===== config.mk =====
export PLATFORM = sky130hd
export DESIGN_NAME = bsts_tap
export DESIGN_NICKNAME = d
export VERILOG_FILES = /design/src/verilog/bsts_pkg.sv /design/src/verilog/bsts_chain.sv /design/src/verilog/bsts_tap.sv
export VERILOG_INCLUDE_DIRS = /design/src /design/src/verilog
export SDC_FILE = /design/constraint.sdc
export NUM_CORES = 1
export LEC_CHECK = 0
export ABC_AREA = 1
export BUFFER_PORTS_ARGS = -buffer_cell sky130_fd_sc_hd__buf_2
export CAP_MARGIN = 20
export CORE_MARGIN = 2
export CORE_UTILIZATION = 45
export CTS_BUF_LIST = sky130_fd_sc_hd__clkbuf_4
export CTS_CLUSTER_DIAMETER = 100
export DETAILED_ROUTE_END_ITERATION = 12
export PLACE_DENSITY = 0.65
export SLEW_MARGIN = 30
export SYNTH_ARGS = -nofsm -noshare
export SYNTH_HDL_FRONTEND = slang
export SYNTH_SLANG_ARGS = --single-unit

===== constraint.sdc =====
create_clock -name clk -period 2.2 [get_ports clk]
set_clock_uncertainty 0.15 [all_clocks]
set_input_delay 0.22 -clock clk [delete_from_list [all_inputs] [get_ports clk]]
set_output_delay 0.22 -clock clk [all_outputs]
set_load 0.005 [all_outputs]

===== src/verilog/bsts_map.svh =====
`ifndef BSTS_MAP_SVH
`define BSTS_MAP_SVH

`define BSTS_IR_W 3
`define BSTS_ID_W 32
`define BSTS_BND_LEN 166
`define BSTS_DTA_CELL 147

`define BSTS_OP_EXTEST 3'h0
`define BSTS_OP_IDCODE 3'h1
`define BSTS_OP_SAMPLE 3'h2
`define BSTS_OP_BYPASS 3'h7
`define BSTS_IR_CAPTURE 3'h1

`define BSTS_TCK_PERIOD_NS 80
`define BSTS_CLK_PERIOD_NS 5
`define BSTS_TCK_CYCLES (`BSTS_TCK_PERIOD_NS / `BSTS_CLK_PERIOD_NS)

`endif


===== src/verilog/bsts_pkg.sv =====
package bsts_pkg;

    typedef enum logic [3:0] {
        BSTS_TLR = 4'h0,
        BSTS_RTI = 4'h1,
        BSTS_SEL_DR = 4'h2,
        BSTS_CAP_DR = 4'h3,
        BSTS_SHIFT_DR = 4'h4,
        BSTS_EXIT1_DR = 4'h5,
        BSTS_PAUSE_DR = 4'h6,
        BSTS_EXIT2_DR = 4'h7,
        BSTS_UPD_DR = 4'h8,
        BSTS_SEL_IR = 4'h9,
        BSTS_CAP_IR = 4'hA,
        BSTS_SHIFT_IR = 4'hB,
        BSTS_EXIT1_IR = 4'hC,
        BSTS_PAUSE_IR = 4'hD,
        BSTS_EXIT2_IR = 4'hE,
        BSTS_UPD_IR = 4'hF
    } bsts_state_e;

    typedef logic [2:0] bsts_instr_t;

endpackage : bsts_pkg


===== src/verilog/bsts_chain.sv =====
`timescale 1ns/1ps
`include "bsts_map.svh"

module bsts_chain (
    input wire logic clk,
    input wire logic reset,
    input wire logic scan_reset,
    input wire logic capture,
    input wire logic shift,
    input wire logic update,
    input wire logic scan_in,
    input wire logic [`BSTS_BND_LEN-1:0] pins_in,
    output logic scan_out,
    output logic [`BSTS_BND_LEN-1:0] cells_out
);

    logic [`BSTS_BND_LEN-1:0] shift_r;
    logic [`BSTS_BND_LEN:0] chain_in;

    // scan_in sits above the top cell, so every cell simply takes its upper neighbour
    assign chain_in = {scan_in, shift_r};

    // cell 0 sits next to the output, so it leaves first
    genvar i;
    generate
        for (i = 0; i < `BSTS_BND_LEN; i = i + 1) begin : g_cell
            always_ff @(posedge clk) begin
                if (reset || scan_reset) begin
                    shift_r[i] <= 1'b0;
                end else if (capture) begin
                    shift_r[i] <= pins_in[i];
                end else if (shift) begin
                    shift_r[i] <= chain_in[i+1];
                end
            end

            // held cells clear to zero, which is the safe released value for every pin
            always_ff @(posedge clk) begin
                if (reset || scan_reset) begin
                    cells_out[i] <= 1'b0;
                end else if (update) begin
                    cells_out[i] <= shift_r[i];
                end
            end
        end
    endgenerate

    assign scan_out = shift_r[0];

endmodule : bsts_chain


===== src/verilog/bsts_tap.sv =====
`timescale 1ns/1ps
`include "bsts_map.svh"

module bsts_tap
    import bsts_pkg::*;
#(
    // arbitrary identification value, lsb fixed at one
    parameter logic [`BSTS_ID_W-1:0] ID_VALUE = 32'h0000_0001
) (
    input wire logic clk,
    input wire logic reset,
    input wire logic tck_pin,
    input wire logic tms_pin,
    input wire logic tms_driven,
    input wire logic tdi_pin,
    input wire logic tdi_driven,
    input wire logic trst_n_pin,
    input wire logic trst_n_driven,
    input wire logic [`BSTS_BND_LEN-1:0] bnd_pins_in,
    output logic tdo_pin,
    output logic tdo_oe,
    output logic extest_active,
    output logic [`BSTS_BND_LEN-1:0] bnd_cells_out,
    output logic transfer_ack_pin_out,
    output logic transfer_ack_pin_oe,
    output bsts_state_e tap_state
);

    logic tck_s1_r, tck_s2_r, tck_s3_r;
    logic tms_s1_r, tms_s2_r;
    logic [5:0] raw_s1_r, raw_s2_r;
    logic [`BSTS_BND_LEN-1:0] bnd_s1_r, bnd_s2_r;
    logic tdi_s1_r, tdi_s2_r;
    logic trst_n_s1_r, trst_n_s2_r;
    logic tck_rise, tck_fall, scan_reset;
    bsts_state_e state_r, state_nxt;
    bsts_instr_t ir_shift_r, ir_r;
    logic bypass_r;
    logic [`BSTS_ID_W-1:0] id_shift_r;
    logic sel_id, sel_bnd;
    logic bnd_capture, bnd_shift, bnd_update, bnd_so;

    // pins and their drive flags pass two flops before any choice is made on them
    always_ff @(posedge clk) begin
        if (reset) begin
            raw_s1_r <= 6'h3F;
            raw_s2_r <= 6'h3F;
        end else begin
            raw_s1_r <= {tms_pin, tms_driven, tdi_pin, tdi_driven, trst_n_pin, trst_n_driven};
            raw_s2_r <= raw_s1_r;
        end
    end

    // captured pin values are synchronised too; capture comes long after they settle
    always_ff @(posedge clk) begin
        if (reset) begin
            bnd_s1_r <= '0;
            bnd_s2_r <= '0;
        end else begin
            bnd_s1_r <= bnd_pins_in;
            bnd_s2_r <= bnd_s1_r;
        end
    end

    // the pull-up wins whenever the tester lets go of a pin
    always_ff @(posedge clk) begin
        if (reset) begin
            tms_s1_r <= 1'b1;
            tms_s2_r <= 1'b1;
            tdi_s1_r <= 1'b1;
            tdi_s2_r <= 1'b1;
            trst_n_s1_r <= 1'b1;
            trst_n_s2_r <= 1'b1;
        end else begin
            tms_s1_r <= raw_s2_r[4] ? raw_s2_r[5] : 1'b1;
            tms_s2_r <= tms_s1_r;
            tdi_s1_r <= raw_s2_r[2] ? raw_s2_r[3] : 1'b1;
            tdi_s2_r <= tdi_s1_r;
            trst_n_s1_r <= raw_s2_r[0] ? raw_s2_r[1] : 1'b1;
            trst_n_s2_r <= trst_n_s1_r;
        end
    end

    // test clock is only sampled; the core clock never depends on it
    always_ff @(posedge clk) begin
        if (reset) begin
            tck_s1_r <= 1'b0;
            tck_s2_r <= 1'b0;
            tck_s3_r <= 1'b0;
        end else begin
            tck_s1_r <= tck_pin;
            tck_s2_r <= tck_s1_r;
            tck_s3_r <= tck_s2_r;
        end
    end

    assign tck_rise = tck_s2_r & ~tck_s3_r;
    assign tck_fall = ~tck_s2_r & tck_s3_r;
    assign scan_reset = ~trst_n_s2_r;

    always_comb begin
        state_nxt = state_r;
        case (state_r)
            BSTS_TLR: state_nxt = tms_s2_r ? BSTS_TLR : BSTS_RTI;
            BSTS_RTI: state_nxt = tms_s2_r ? BSTS_SEL_DR : BSTS_RTI;
            BSTS_SEL_DR: state_nxt = tms_s2_r ? BSTS_SEL_IR : BSTS_CAP_DR;
            BSTS_CAP_DR: state_nxt = tms_s2_r ? BSTS_EXIT1_DR : BSTS_SHIFT_DR;
            BSTS_SHIFT_DR: state_nxt = tms_s2_r ? BSTS_EXIT1_DR : BSTS_SHIFT_DR;
            BSTS_EXIT1_DR: state_nxt = tms_s2_r ? BSTS_UPD_DR : BSTS_PAUSE_DR;
            BSTS_PAUSE_DR: state_nxt = tms_s2_r ? BSTS_EXIT2_DR : BSTS_PAUSE_DR;
            BSTS_EXIT2_DR: state_nxt = tms_s2_r ? BSTS_UPD_DR : BSTS_SHIFT_DR;
            BSTS_UPD_DR: state_nxt = tms_s2_r ? BSTS_SEL_DR : BSTS_RTI;
            BSTS_SEL_IR: state_nxt = tms_s2_r ? BSTS_TLR : BSTS_CAP_IR;
            BSTS_CAP_IR: state_nxt = tms_s2_r ? BSTS_EXIT1_IR : BSTS_SHIFT_IR;
            BSTS_SHIFT_IR: state_nxt = tms_s2_r ? BSTS_EXIT1_IR : BSTS_SHIFT_IR;
            BSTS_EXIT1_IR: state_nxt = tms_s2_r ? BSTS_UPD_IR : BSTS_PAUSE_IR;
            BSTS_PAUSE_IR: state_nxt = tms_s2_r ? BSTS_EXIT2_IR : BSTS_PAUSE_IR;
            BSTS_EXIT2_IR: state_nxt = tms_s2_r ? BSTS_UPD_IR : BSTS_SHIFT_IR;
            BSTS_UPD_IR: state_nxt = tms_s2_r ? BSTS_SEL_DR : BSTS_RTI;
            default: state_nxt = BSTS_TLR;
        endcase
    end

    always_ff @(posedge clk) begin
        if (reset || scan_reset) begin
            state_r <= BSTS_TLR;
        end else if (tck_rise) begin
            state_r <= state_nxt;
        end
    end

    always_ff @(posedge clk) begin
        if (reset || scan_reset) begin
            ir_shift_r <= `BSTS_OP_BYPASS;
        end else if (tck_rise && state_r == BSTS_CAP_IR) begin
            ir_shift_r <= `BSTS_IR_CAPTURE;
        end else if (tck_rise && state_r == BSTS_SHIFT_IR) begin
            ir_shift_r <= {tdi_s2_r, ir_shift_r[`BSTS_IR_W-1:1]};
        end
    end

    always_ff @(posedge clk) begin
        if (reset || scan_reset || state_r == BSTS_TLR) begin
            ir_r <= `BSTS_OP_BYPASS;
        end else if (tck_fall && state_r == BSTS_UPD_IR) begin
            ir_r <= ir_shift_r;
        end
    end

    // anything not decoded falls through to bypass
    assign sel_id = (ir_r == `BSTS_OP_IDCODE);
    assign sel_bnd = (ir_r == `BSTS_OP_EXTEST) || (ir_r == `BSTS_OP_SAMPLE);

    always_ff @(posedge clk) begin
        if (reset || scan_reset) begin
            bypass_r <= 1'b0;
        end else if (tck_rise && state_r == BSTS_CAP_DR) begin
            bypass_r <= 1'b0;
        end else if (tck_rise && state_r == BSTS_SHIFT_DR) begin
            bypass_r <= tdi_s2_r;
        end
    end

    always_ff @(posedge clk) begin
        if (reset || scan_reset) begin
            id_shift_r <= ID_VALUE;
        end else if (tck_rise && state_r == BSTS_CAP_DR) begin
            id_shift_r <= ID_VALUE;
        end else if (tck_rise && state_r == BSTS_SHIFT_DR && sel_id) begin
            id_shift_r <= {tdi_s2_r, id_shift_r[`BSTS_ID_W-1:1]};
        end
    end

    assign bnd_capture = tck_rise && state_r == BSTS_CAP_DR && sel_bnd;
    assign bnd_shift = tck_rise && state_r == BSTS_SHIFT_DR && sel_bnd;
    assign bnd_update = tck_fall && state_r == BSTS_UPD_DR && sel_bnd;

    // 166 cells, numbered 0 to 165
    bsts_chain u_chain (
        .clk(clk),
        .reset(reset),
        .scan_reset(scan_reset),
        .capture(bnd_capture),
        .shift(bnd_shift),
        .update(bnd_update),
        .scan_in(tdi_s2_r),
        .pins_in(bnd_s2_r),
        .scan_out(bnd_so),
        .cells_out(bnd_cells_out)
    );

    always_ff @(posedge clk) begin
        if (reset || scan_reset) begin
            tdo_pin <= 1'b0;
            tdo_oe <= 1'b0;
        end else if (tck_fall) begin
            tdo_oe <= (state_r == BSTS_SHIFT_IR) || (state_r == BSTS_SHIFT_DR);
            if (state_r == BSTS_SHIFT_IR) begin
                tdo_pin <= ir_shift_r[0];
            end else if (sel_bnd) begin
                tdo_pin <= bnd_so;
            end else if (sel_id) begin
                tdo_pin <= id_shift_r[0];
            end else begin
                tdo_pin <= bypass_r;
            end
        end
    end

    // pins are only taken over under extest, so sampling never touches the core
    always_ff @(posedge clk) begin
        if (reset || scan_reset) begin
            extest_active <= 1'b0;
            transfer_ack_pin_oe <= 1'b0;
        end else begin
            extest_active <= (ir_r == `BSTS_OP_EXTEST);
            transfer_ack_pin_oe <= (ir_r == `BSTS_OP_EXTEST) &&
                bnd_cells_out[`BSTS_DTA_CELL];
        end
    end

    // open drain: only ever pulls low
    always_ff @(posedge clk) begin
        transfer_ack_pin_out <= 1'b0;
    end

    always_ff @(posedge clk) begin
        if (reset || scan_reset) begin
            tap_state <= BSTS_TLR;
        end else begin
            tap_state <= state_nxt_seen();
        end
    end

    function automatic bsts_state_e state_nxt_seen();
        return tck_rise ? state_nxt : state_r;
    endfunction : state_nxt_seen

endmodule : bsts_tap


Word-level counts from Yosys, hierarchy flattened
Index checks and enable logic that the tools add are counted.
{ "totals": {"register_bits": 732, "output_inout_bits": 175, "wordCells": 757} }
{ "op_classes": {"eq_ne": 17, "mux": 350, "bitwise_logic": 8, "n_reduce_logical": 27} }
{ "ops": {"columns": ["cell", "n"], "rows": [
  ["1-bit 2-to-1 mux", 338],
  ["4-bit one-hot mux with 12 select lines", 1],
  ["4-bit equality test, second input constant", 8],
  ["4-bit by 3-bit equality test with 1-bit output, second input constant", 4],
  ["4-bit 2-to-1 mux", 4],
  ["2-bit OR reduction", 7],
  ["3-bit 2-to-1 mux", 4],
  ["1-bit logical AND", 11],
  ["4-bit by 2-bit equality test with 1-bit output, second input constant", 2],
  ["2-bit 2-to-1 mux", 3],
  ["1-bit NOT", 6],
  ["4-bit by 1-bit equality test with 1-bit output, second input constant", 1],
  ["4-bit logical NOT", 1],
  ["1-bit logical OR", 4],
  ["2-bit nonzero test", 2],
  ["3-bit by 1-bit equality test with 1-bit output, second input constant", 1],
  ["3-bit by 2-bit equality test with 1-bit output, second input constant", 1],
  ["3-bit logical NOT", 1],
  ["3-bit OR reduction", 1],
  ["1-bit bitwise AND", 2]
]} }

Depth between registers and ports, before layout
Gate-level depths: netlist of the first run.
{ "logic_depth": {"ltp_word": 6, "mapped_depth": 10, "depth_no_buf": 8} }

Modules after synthesis
A second synthesis of the first run with hierarchy kept.
{ "hier_totals": {"hier_cells": 3347, "area_unflattened_um2": 25723.4} }
{ "modules_own_cells": {"columns": ["module", "n_inst", "cells_each", "area_per_inst_um2"], "rows": [
  ["bsts_chain", 1, 1980, 13765.7],
  ["bsts_tap", 1, 1367, 11957.7]
]} }

Worst setup path before layout of the first run
Ideal clock, no wire load.
{ "synth_timing": {"path_kind": "flip-flop to flip-flop", "startpoint": "reg tap_state[1] (netlist name)", "endpoint": "reg u_chain.shift_r[105], in the netlist u_chain.chain_in[105]", "setup_time_ns": 0.070, "arrival_time_ns": 1.600, "path_slack_ns": 0.381, "stages_incl_launch_ff": 10, "n_path_buf": 3, "synth_period_minus_slack_ns": 1.819, "cell_sequence": "dfxtp_1 -> buf_4 -> nand2_1 -> inv_1 -> nand3_2 -> nor2_2 -> buf_4 -> clkbuf_1 -> o22ai_1 -> a21oi_1"} }
{ "synth_rtl": {"columns": ["element", "line", "text"], "rows": [
  ["end signal, assigned by index", "bsts_chain.sv:31", "shift_r[i] <= pins_in[i];"],
  ["end signal, assigned by index", "bsts_chain.sv:33", "shift_r[i] <= chain_in[i+1];"],
  ["end, declared", "bsts_chain.sv:17", "logic [`BSTS_BND_LEN-1:0] shift_r;"]
]} }

Worst setup path in the final report of the first run
{ "layout_timing": {"startpoint": "in reset", "endpoint": "reg u_chain.cells_out[39]"} }
{ "layout_via": {"elab_chain_cells": 1} }
{ "layout_lines": {"columns": ["element", "line", "text"], "rows": [
  ["start, declared", "bsts_tap.sv:11", "input wire logic reset,"],
  ["1-bit logical OR", "bsts_chain.sv:39", "if (reset || scan_reset) begin"],
  ["end signal, assigned by index", "bsts_chain.sv:42", "cells_out[i] <= shift_r[i];"],
  ["end, declared", "bsts_chain.sv:14", "output logic [`BSTS_BND_LEN-1:0] cells_out"]
]} }
Every way passes these cells.
A chain may end at the register's enable or synchronous reset.

==> results of run 1 <==
==> where the power goes <==
group	switching (mW)	internal [mW]	leakage (nW)
Sequential	0.0886	13.5	5.97
Combinational	0.663	0.886	8.95
Clock	5.50	5.73	1.33
==> layout make-up <==
| type | count | share of cell area (%) |
|---|---|---|
| well taps | 688 | 2.52 |
| diodes | 19 | 0.139 |
| inverters | 363 | 4.03 |
| clock buffers | 258 | 5.68 |
| flip-flops and latches | 732 | 43.0 |
| multi-input cells | 1550 | 20.8 |
| repair buffers | 927 | 23.0 |
| clock inverters | 46 | 0.848 |
==> Yosys cell counts <==
cell type	count
o21ai_0	370
nand4_1	3
nand2_1	52
nand3b_1	3
dfxtp_1	732
a21oi_4	1
nor2_1	722
nor3_2	1
o22ai_1	166
nand3_2	1
inv_2	2
or2_2	15
inv_1	361
nand3_1	15
buf_2	56
buf_4	7
o211ai_1	3
conb_1	1
nor3_1	2
nor2_2	4
nor4_1	1
a211oi_1	1
a21oi_1	189
clkbuf_1	133
==> worst register-to-register path, delay by kind of cell (launching register included) <==
family	cells	cell delay (ps)
simple gates	4	690
buf+inv	3	680
flops	1	370
compound gates	1	180
==> sequential cells by signal, summed over array words and instances (netlist names), 3 cells and up <==
signal             flops
raw_s2_r               6
tap_state              4
ir_shift_r             3
bnd_s2_r             166
ir_r                   3
bnd_s1_r             166
id_shift_r            32
raw_s1_r               6
u_chain.chain_in     165
u_chain.cells_out    166
==> layer usage <==
layer	vias to the layer above	track usage, %	part of all wire, %
met2	1084	44.8	48
met4	4	19.5	6.0
met5	-	0	0.027
met3	402	8.49	7.6
li1	10995	-	-
met1	11009	31.2	38
==> final timing paths <==
path | start | endpoint | slack (ps) | cells after the start
setup / recovery | reset | u_chain.cells_out[39]$_SDFFE_PP0P_ | 70 | 9
setup reg to reg | tap_state[0]$_SDFFE_PP0P_ | u_chain.cells_out[129]$_SDFFE_PP0P_ | 90 | 8
hold reg to reg | bnd_s1_r[114]$_SDFF_PP0_ | bnd_s2_r[114]$_SDFF_PP0_ | 240 | 2
hold / removal | reset | bnd_s2_r[56]$_SDFF_PP0_ | 150 | 4
==> cells by family (layout without fill, tap and decap cells) <==
| logic type | count (synthesis) | count (layout) |
|---|---|---|
| other | 1 | 20 |
| AND/OR/NAND/NOR | 819 | 819 |
| buffers and inverters | 559 | 1594 |
| flip-flops | 732 | 732 |
| AO/OA/AOI/OAI | 730 | 730 |
==> through the flow <==
stage / worst slack, ps / total power, mW / utilization, % / instances
3_3_place_gp: 110 / 14.7 / 50.3 / 3731
2_1_floorplan: 381 / 14.3 / - / 2841
3_5_place_dp: 4.68 / 14.7 / 50.3 / 3731
4_1_cts: 42.1 / 26.4 / 64.5 / 4558
6_report: 69.9 / 26.4 / 64.9 / 4583
5_1_grt: 3.58 / 27.4 / 64.9 / 4578
==> what timing repair did <==
item	4_1_cts	5_1_grt
pin swaps	1	1
hold buffers	521	0
setup buffers	1	2
endpoints found under the setup margin	2	285
resized for setup	1	12
gates cloned	1	4
hold endpoints to repair	455	0
==> summary.txt, run 1 <==
Place
  – RD Place Congestion: between 0.8 and 0.9
  – Post-detail-place hpwl: 38.6 mm
  – Port-buffer cells: 348
  – Placed instance area: about 26000 sq um

Route
  – Drt drc: 0
  – Via count: between 20000 and 25000
  – Initial DRC count: 1814
  – Post-route ant nets: 0
  – Drt total wl: 79.2 mm
  – Avg WL per Cell: approximately 17 um
  – Drt via density: 5.13
  – 1st-pass router iterations: 5

Floorplanning
  – Die Y: approximately 230 um
  – Chip width: 235 um
  – DIE AREA: 55000 sq um
  – IO Count: 350
  – Initial core utilization: about 46%
  – Row cnt: 84
  – Core Region: ~53000 sq um

Synthesis
  – Post-Syn Area per Cell: ~8.4 sq um
  – Area contributors post-synth: dfxtp_1 (61%), nor2_1 (11%), o21ai_0 (7.7%)
  – Sequential cell area fraction in the yosys report: about three fifths
  – Adder-cell share of the synthesized area: 0%
  – Cell variety after synth: 24
  – Mapped Area: approximately 24000 sq um
  – Post-synthesis mux area share: 0%
  – Syn Inst Count: 2841
  – Xor/xnor share of the synthesized area: 0%
  – Synthesized flop and latch total: roughly 730
  – Synth Area in Compound Gates: between 15 and 20%
  – Area leader, netlist: dfxtp_1
  – Syn_nets: roughly 3000
  – Main combinational cell family by area after synthesis: compound AO/OA/AOI/OAI gates
  – Synth warn: 0
  – Synth top area share: about three fifths
  – Post-synthesis simple-gate area fraction: 13.3%

Layout
  – Most frequent cells in the layout: dfxtp_1 (729), nor2_1 (720), dlygate4sd3_1 (521), o21ai_0 (369), inv_1 (359)
  – Most common cell after layout, fill and taps aside: dfxtp_1
  – Nets@finish: 3929
  – Register Area: between 10000 and 15000 sq um
  – Fin area: 34100 sq um
  – Layout cells sized above 1: 18.6%
  – Fill count: ~4100
  – Area occupied by multi-input gates: between 7000 and 8000 sq um
  – Area Overhead vs Synth: 42.6%

Run
  – Maxcap violations: 0

Worst setup path
  – Slowest library cell on the worst path: dlygate4sd3_1
  – CP Capture Type: register
  – Crit-path leading delay family: buffers and inverters
  – Cell mode on critical path: dlygate4sd3_1
  – CP bufs+invs: 6
  – Max stage delay on crit path: approximately 570 ps
  – CP Cell Sequence: dlygate4sd3_1 -> buf_8 -> dlygate4sd3_1 -> inv_1 -> nand2_1 -> inv_8 -> buf_16 -> o21ai_0 -> nor2_1
  – Critical path type: in -> reg
  – WP data required: about 3000 ps
  – Critical path arrival: 2940 ps
  – Critical Path Source Type: primary input
  – Peak fanout along the critical path: 96

Timing
  – Hold Slack: ~150 ps
  – Crit share post-route: a little over nine tenths
  – Slew Viols, Final: 0
  – RSZ-0062 raised after global routing: no
  – Fmax: approximately 470 MHz
  – Setup violators final: 0
  – Worst slew pin tran: 987 ps
  – Final Hold Vio Count: 0
  – TNS Setup: 0 ps
  – Worst slew margin: around a third
  – Period minus WS final: approximately 2100 ps

Global routing
  – First-pass GRT wire length: 120 mm
  – GRT Total Usage: 27.7%
  – Vias in the first global route: between 20000 and 25000
  – Initial antenna violation count: 12
  – Largest net degree at the start of global routing: approximately 190
  – Overflow after GRT: 0

Clock tree
  – Total CTS buffers: 180
  – Root Driver: clkbuf_4
  – Clk slew on worst S/H paths: around 70 ps
  – Clk sinks: around 730
  – TritonCTS clock tree: done
  – H-tree Lvls: 4
  – Max Root-Sink Buffers: 3
  – Clk_lat worst skew: around 1100 ps

Status
  – Outcome: complete, no violations

Power
  – Pwr Density: just under 800 nW/um^2
  – Maximum vdd drop: 0.464 mV
  – Leak pwr: around 16 nW

Hold path
  – Path type of the worst min-delay path: in -> reg
Power figures use the tool's default switching activity.
==> run 2: changes to the inputs <==
- PLACE_DENSITY: 0.65 -> not set
- SYNTH_HIERARCHICAL: not set -> 1
==> run 2 against run 1 <==
Effect of this change:
- via count rose by 2.1%
- utilization fell by 1.6 points
- combinational power barely moved
- die area rose by 7.4%
- total power rose by 1.0%
- setup slack improved by 40 ps
- sequential cell count did not move
- sequential power barely moved
- wire length fell by 5.2%
- non-clock buffer count rose by 6
- critical endpoint is now u_chain/cells_out[6]$_SDFFE_PP0P_
- largest power group unchanged
- highest routed layer is now met4
==> summary.txt, run 2 <==
Place
  – Post-detail-place hpwl: between 30 and 40 mm
  – RD Place Congestion: about 0.83
  – Port-buffer cells: between 300 and 400
  – Placed instance area: about 28000 sq um
  – Pre-CTS worst setup slack: -26.1 ps

Timing
  – Period minus WS final: around 2100 ps
  – Slew Viols, Final: 0
  – Crit share post-route: between 90 and 100%
  – RSZ-0062 raised after global routing: no
  – Final Hold Vio Count: 0
  – Fmax: around 480 MHz
  – Worst slew pin tran: approximately 690 ps
  – Setup violators final: 0
  – Setup ws final: 110 ps
  – Worst slew margin: around 54%
  – TNS Setup: 0 ps

Layout
  – Layout cells sized above 1: between 10% and 20%
  – Biggest regs: bnd_s1_r (166), bnd_s2_r (166), u_chain/cells_out (166)
  – Area occupied by multi-input gates: approximately 8000 sq um
  – Core Util, Final: a little under two thirds
  – Area Overhead vs Synth: 39.1%
  – Register Area: 14700 sq um
  – Fill count: between 4000 and 5000
  – Nets@finish: 4442
  – Fin area: approximately 36000 sq um
  – Most frequent cells in the layout: nand2_1 (880), dfxtp_1 (730), inv_1 (519), dlygate4sd3_1 (519), nor2_1 (410)
  – Most common cell after layout, fill and taps aside: nand2_1

Floorplanning
  – Chip width: roughly 240 um
  – Die Y: ~240 um
  – IO Count: 350
  – Initial core utilization: a little under half
  – DIE AREA: between 50000 and 60000 sq um
  – Row cnt: 87
  – Core Region: around 56000 sq um

Worst setup path
  – CP Cell Sequence: inv_2 -> nor2_4 -> nand2_1 -> nor3_4 -> buf_12 -> inv_6 -> buf_12 -> nand2_1 -> a21oi_1
  – Crit-path leading delay family: simple AND/OR/NAND/NOR gates
  – CP Capture Type: register
  – Critical path type: reg -> reg
  – WP data required: ~2900 ps
  – CP bufs+invs: 4
  – Critical path arrival: roughly 2800 ps
  – Critical Path Source Type: register
  – Peak fanout along the critical path: 30
  – Max stage delay on crit path: 390 ps
  – Slowest library cell on the worst path: dfxtp_4

Route
  – Avg WL per Cell: ~15 um
  – Initial DRC count: 1585
  – 1st-pass router iterations: 5
  – Drt total wl: about 75 mm
  – Post-route ant nets: 0
  – Drt drc: 0
  – Drt via density: about 4.7
  – Via count: 23981

Clock tree
  – Root Driver: clkbuf_4
  – TritonCTS clock tree: done
  – Total CTS buffers: about 190
  – Clk_lat worst skew: ~1000 ps
  – Clk slew on worst S/H paths: ~70 ps
  – Clk sinks: about 730
  – Max Root-Sink Buffers: 3
  – H-tree Lvls: 4

Synthesis
  – Sequential cell area fraction in the yosys report: between 50 and 60%
  – Top-count cell post-synth: nand2_1
  – Syn_nets: roughly 3500
  – Post-synth EDFFs: 0
  – Syn Inst Count: between 3000 and 4000
  – Post-Syn Area per Cell: around 7.7 sq um
  – Async set or reset register ratio after synthesis: 0%
  – Post-synth top cells: nand2_1 (881), dfxtp_1 (732), inv_1 (519)
  – Mapped Area: ~26000 sq um
  – Area contributors post-synth: dfxtp_1 (57%), nand2_1 (13%), inv_1 (7.6%)
  – Synth top area share: 57.0%
  – Synthesized flop and latch total: 732
  – Area leader, netlist: dfxtp_1
  – Synth warn: 6
  – Synth Flop Type: dfxtp_1
  – Cell variety after synth: 35

Global routing
  – Initial antenna violation count: 5
  – First-pass GRT wire length: 120 mm
  – Largest net degree at the start of global routing: 136
  – Vias in the first global route: 23725
  – Overflow after GRT: 0
  – GRT Total Usage: approximately a quarter

Status
  – Outcome: complete, no violations

Power
  – Pwr Density: 746 nW/um^2
  – Leak pwr: around 18 nW
  – Maximum vdd drop: approximately 0.47 mV
  – Tot Pwr: roughly 27 mW

Hold path
  – Path type of the worst min-delay path: in -> reg

Run
  – Maxcap violations: 0
[run 2: changes by cell type after synthesis, sizes merged, moves of 111 or more]
cell	previous run	this run
nor2	726	418
buf	63	174
nand2	52	882
nand3	16	339
o22ai	166	2
o21ai	370	37
inv	363	526
[run 2: kinds of logic (layout without fill, tap and decap cells)]
group / Yosys count / count (layout) / synth area share (%)
DFF: 732 / 732 / 57.0
AOI/OAI and AO/OA: 221 / 221 / 4.37
buffers and inverters: 727 / 1765 / 12.1
other: 1 / 11 / 0.0146
and+or+nand+nor: 1666 / 1666 / 26.5
[run 2: worst paths after layout]
kind | to | slack [ps] | cells past startpoint | from
setup / recovery | u_chain/cells_out[6]$_SDFFE_PP0P_ | 110 | 9 | tap_state[3]$_SDFFE_PP0P_
hold / removal | bnd_s2_r[83]$_SDFF_PP0_ | 160 | 4 | reset
setup reg to reg | u_chain/cells_out[6]$_SDFFE_PP0P_ | 110 | 9 | tap_state[3]$_SDFFE_PP0P_
hold reg to reg | bnd_s2_r[75]$_SDFF_PP0_ | 220 | 2 | bnd_s1_r[75]$_SDFF_PP0_
[run 2: layout make-up]
class                   instances  area share, %
diodes                         10         0.0699
clock buffers                 281           5.90
clock inverters                24          0.587
inverters                     527           5.58
multi-input cells            1888           22.3
flip-flops and latches        732           41.0
well taps                     756           2.64
repair buffers                933           21.9
[run 2: per-stage QoR]
step / hold slack [ps] / instances
after CTS: 69.8 / 5132
after global routing: 133 / 5149
final: 161 / 5151
after floorplan: 174 / 3347
after detailed placement: 225 / 4308
after global placement: 224 / 4308
[run 2: metal layers]
metal  GRT usage [%]  vias up  share of wire, %
li1                -    11973                 -
met2            41.1      812                47
met1            30.6    10982                43
met5               0        -                 0
met4            14.4        0               4.1
met3            5.23      214               5.9
[run 2: repair_timing]
action                                  in CTS  in global routing
cloned                                       0                  1
buffers inserted                             0                  8
hold buffers                               519                  0
endpoints found under the setup margin     140                109
resized for setup                            2                  7
hold endpoints to repair                   732                  0
pin swaps                                    0                  2
[run 2: worst reg2reg max path, stage by stage, from the launching register on]
cell and delay [ps]:
dfxtp_4 390, inv_2 90, nor2_4 130, nand2_1 140
nor3_4 320, buf_12 180, inv_6 120, buf_12 200
nand2_1 120, a21oi_1 100
[run 2: power by group]
group / internal, mW / switching [mW] / total, mW
combinational: 0.865 / 0.658 / 1.52
clock: 6.21 / 5.32 / 11.5
sequential: 13.5 / 0.0800 / 13.6
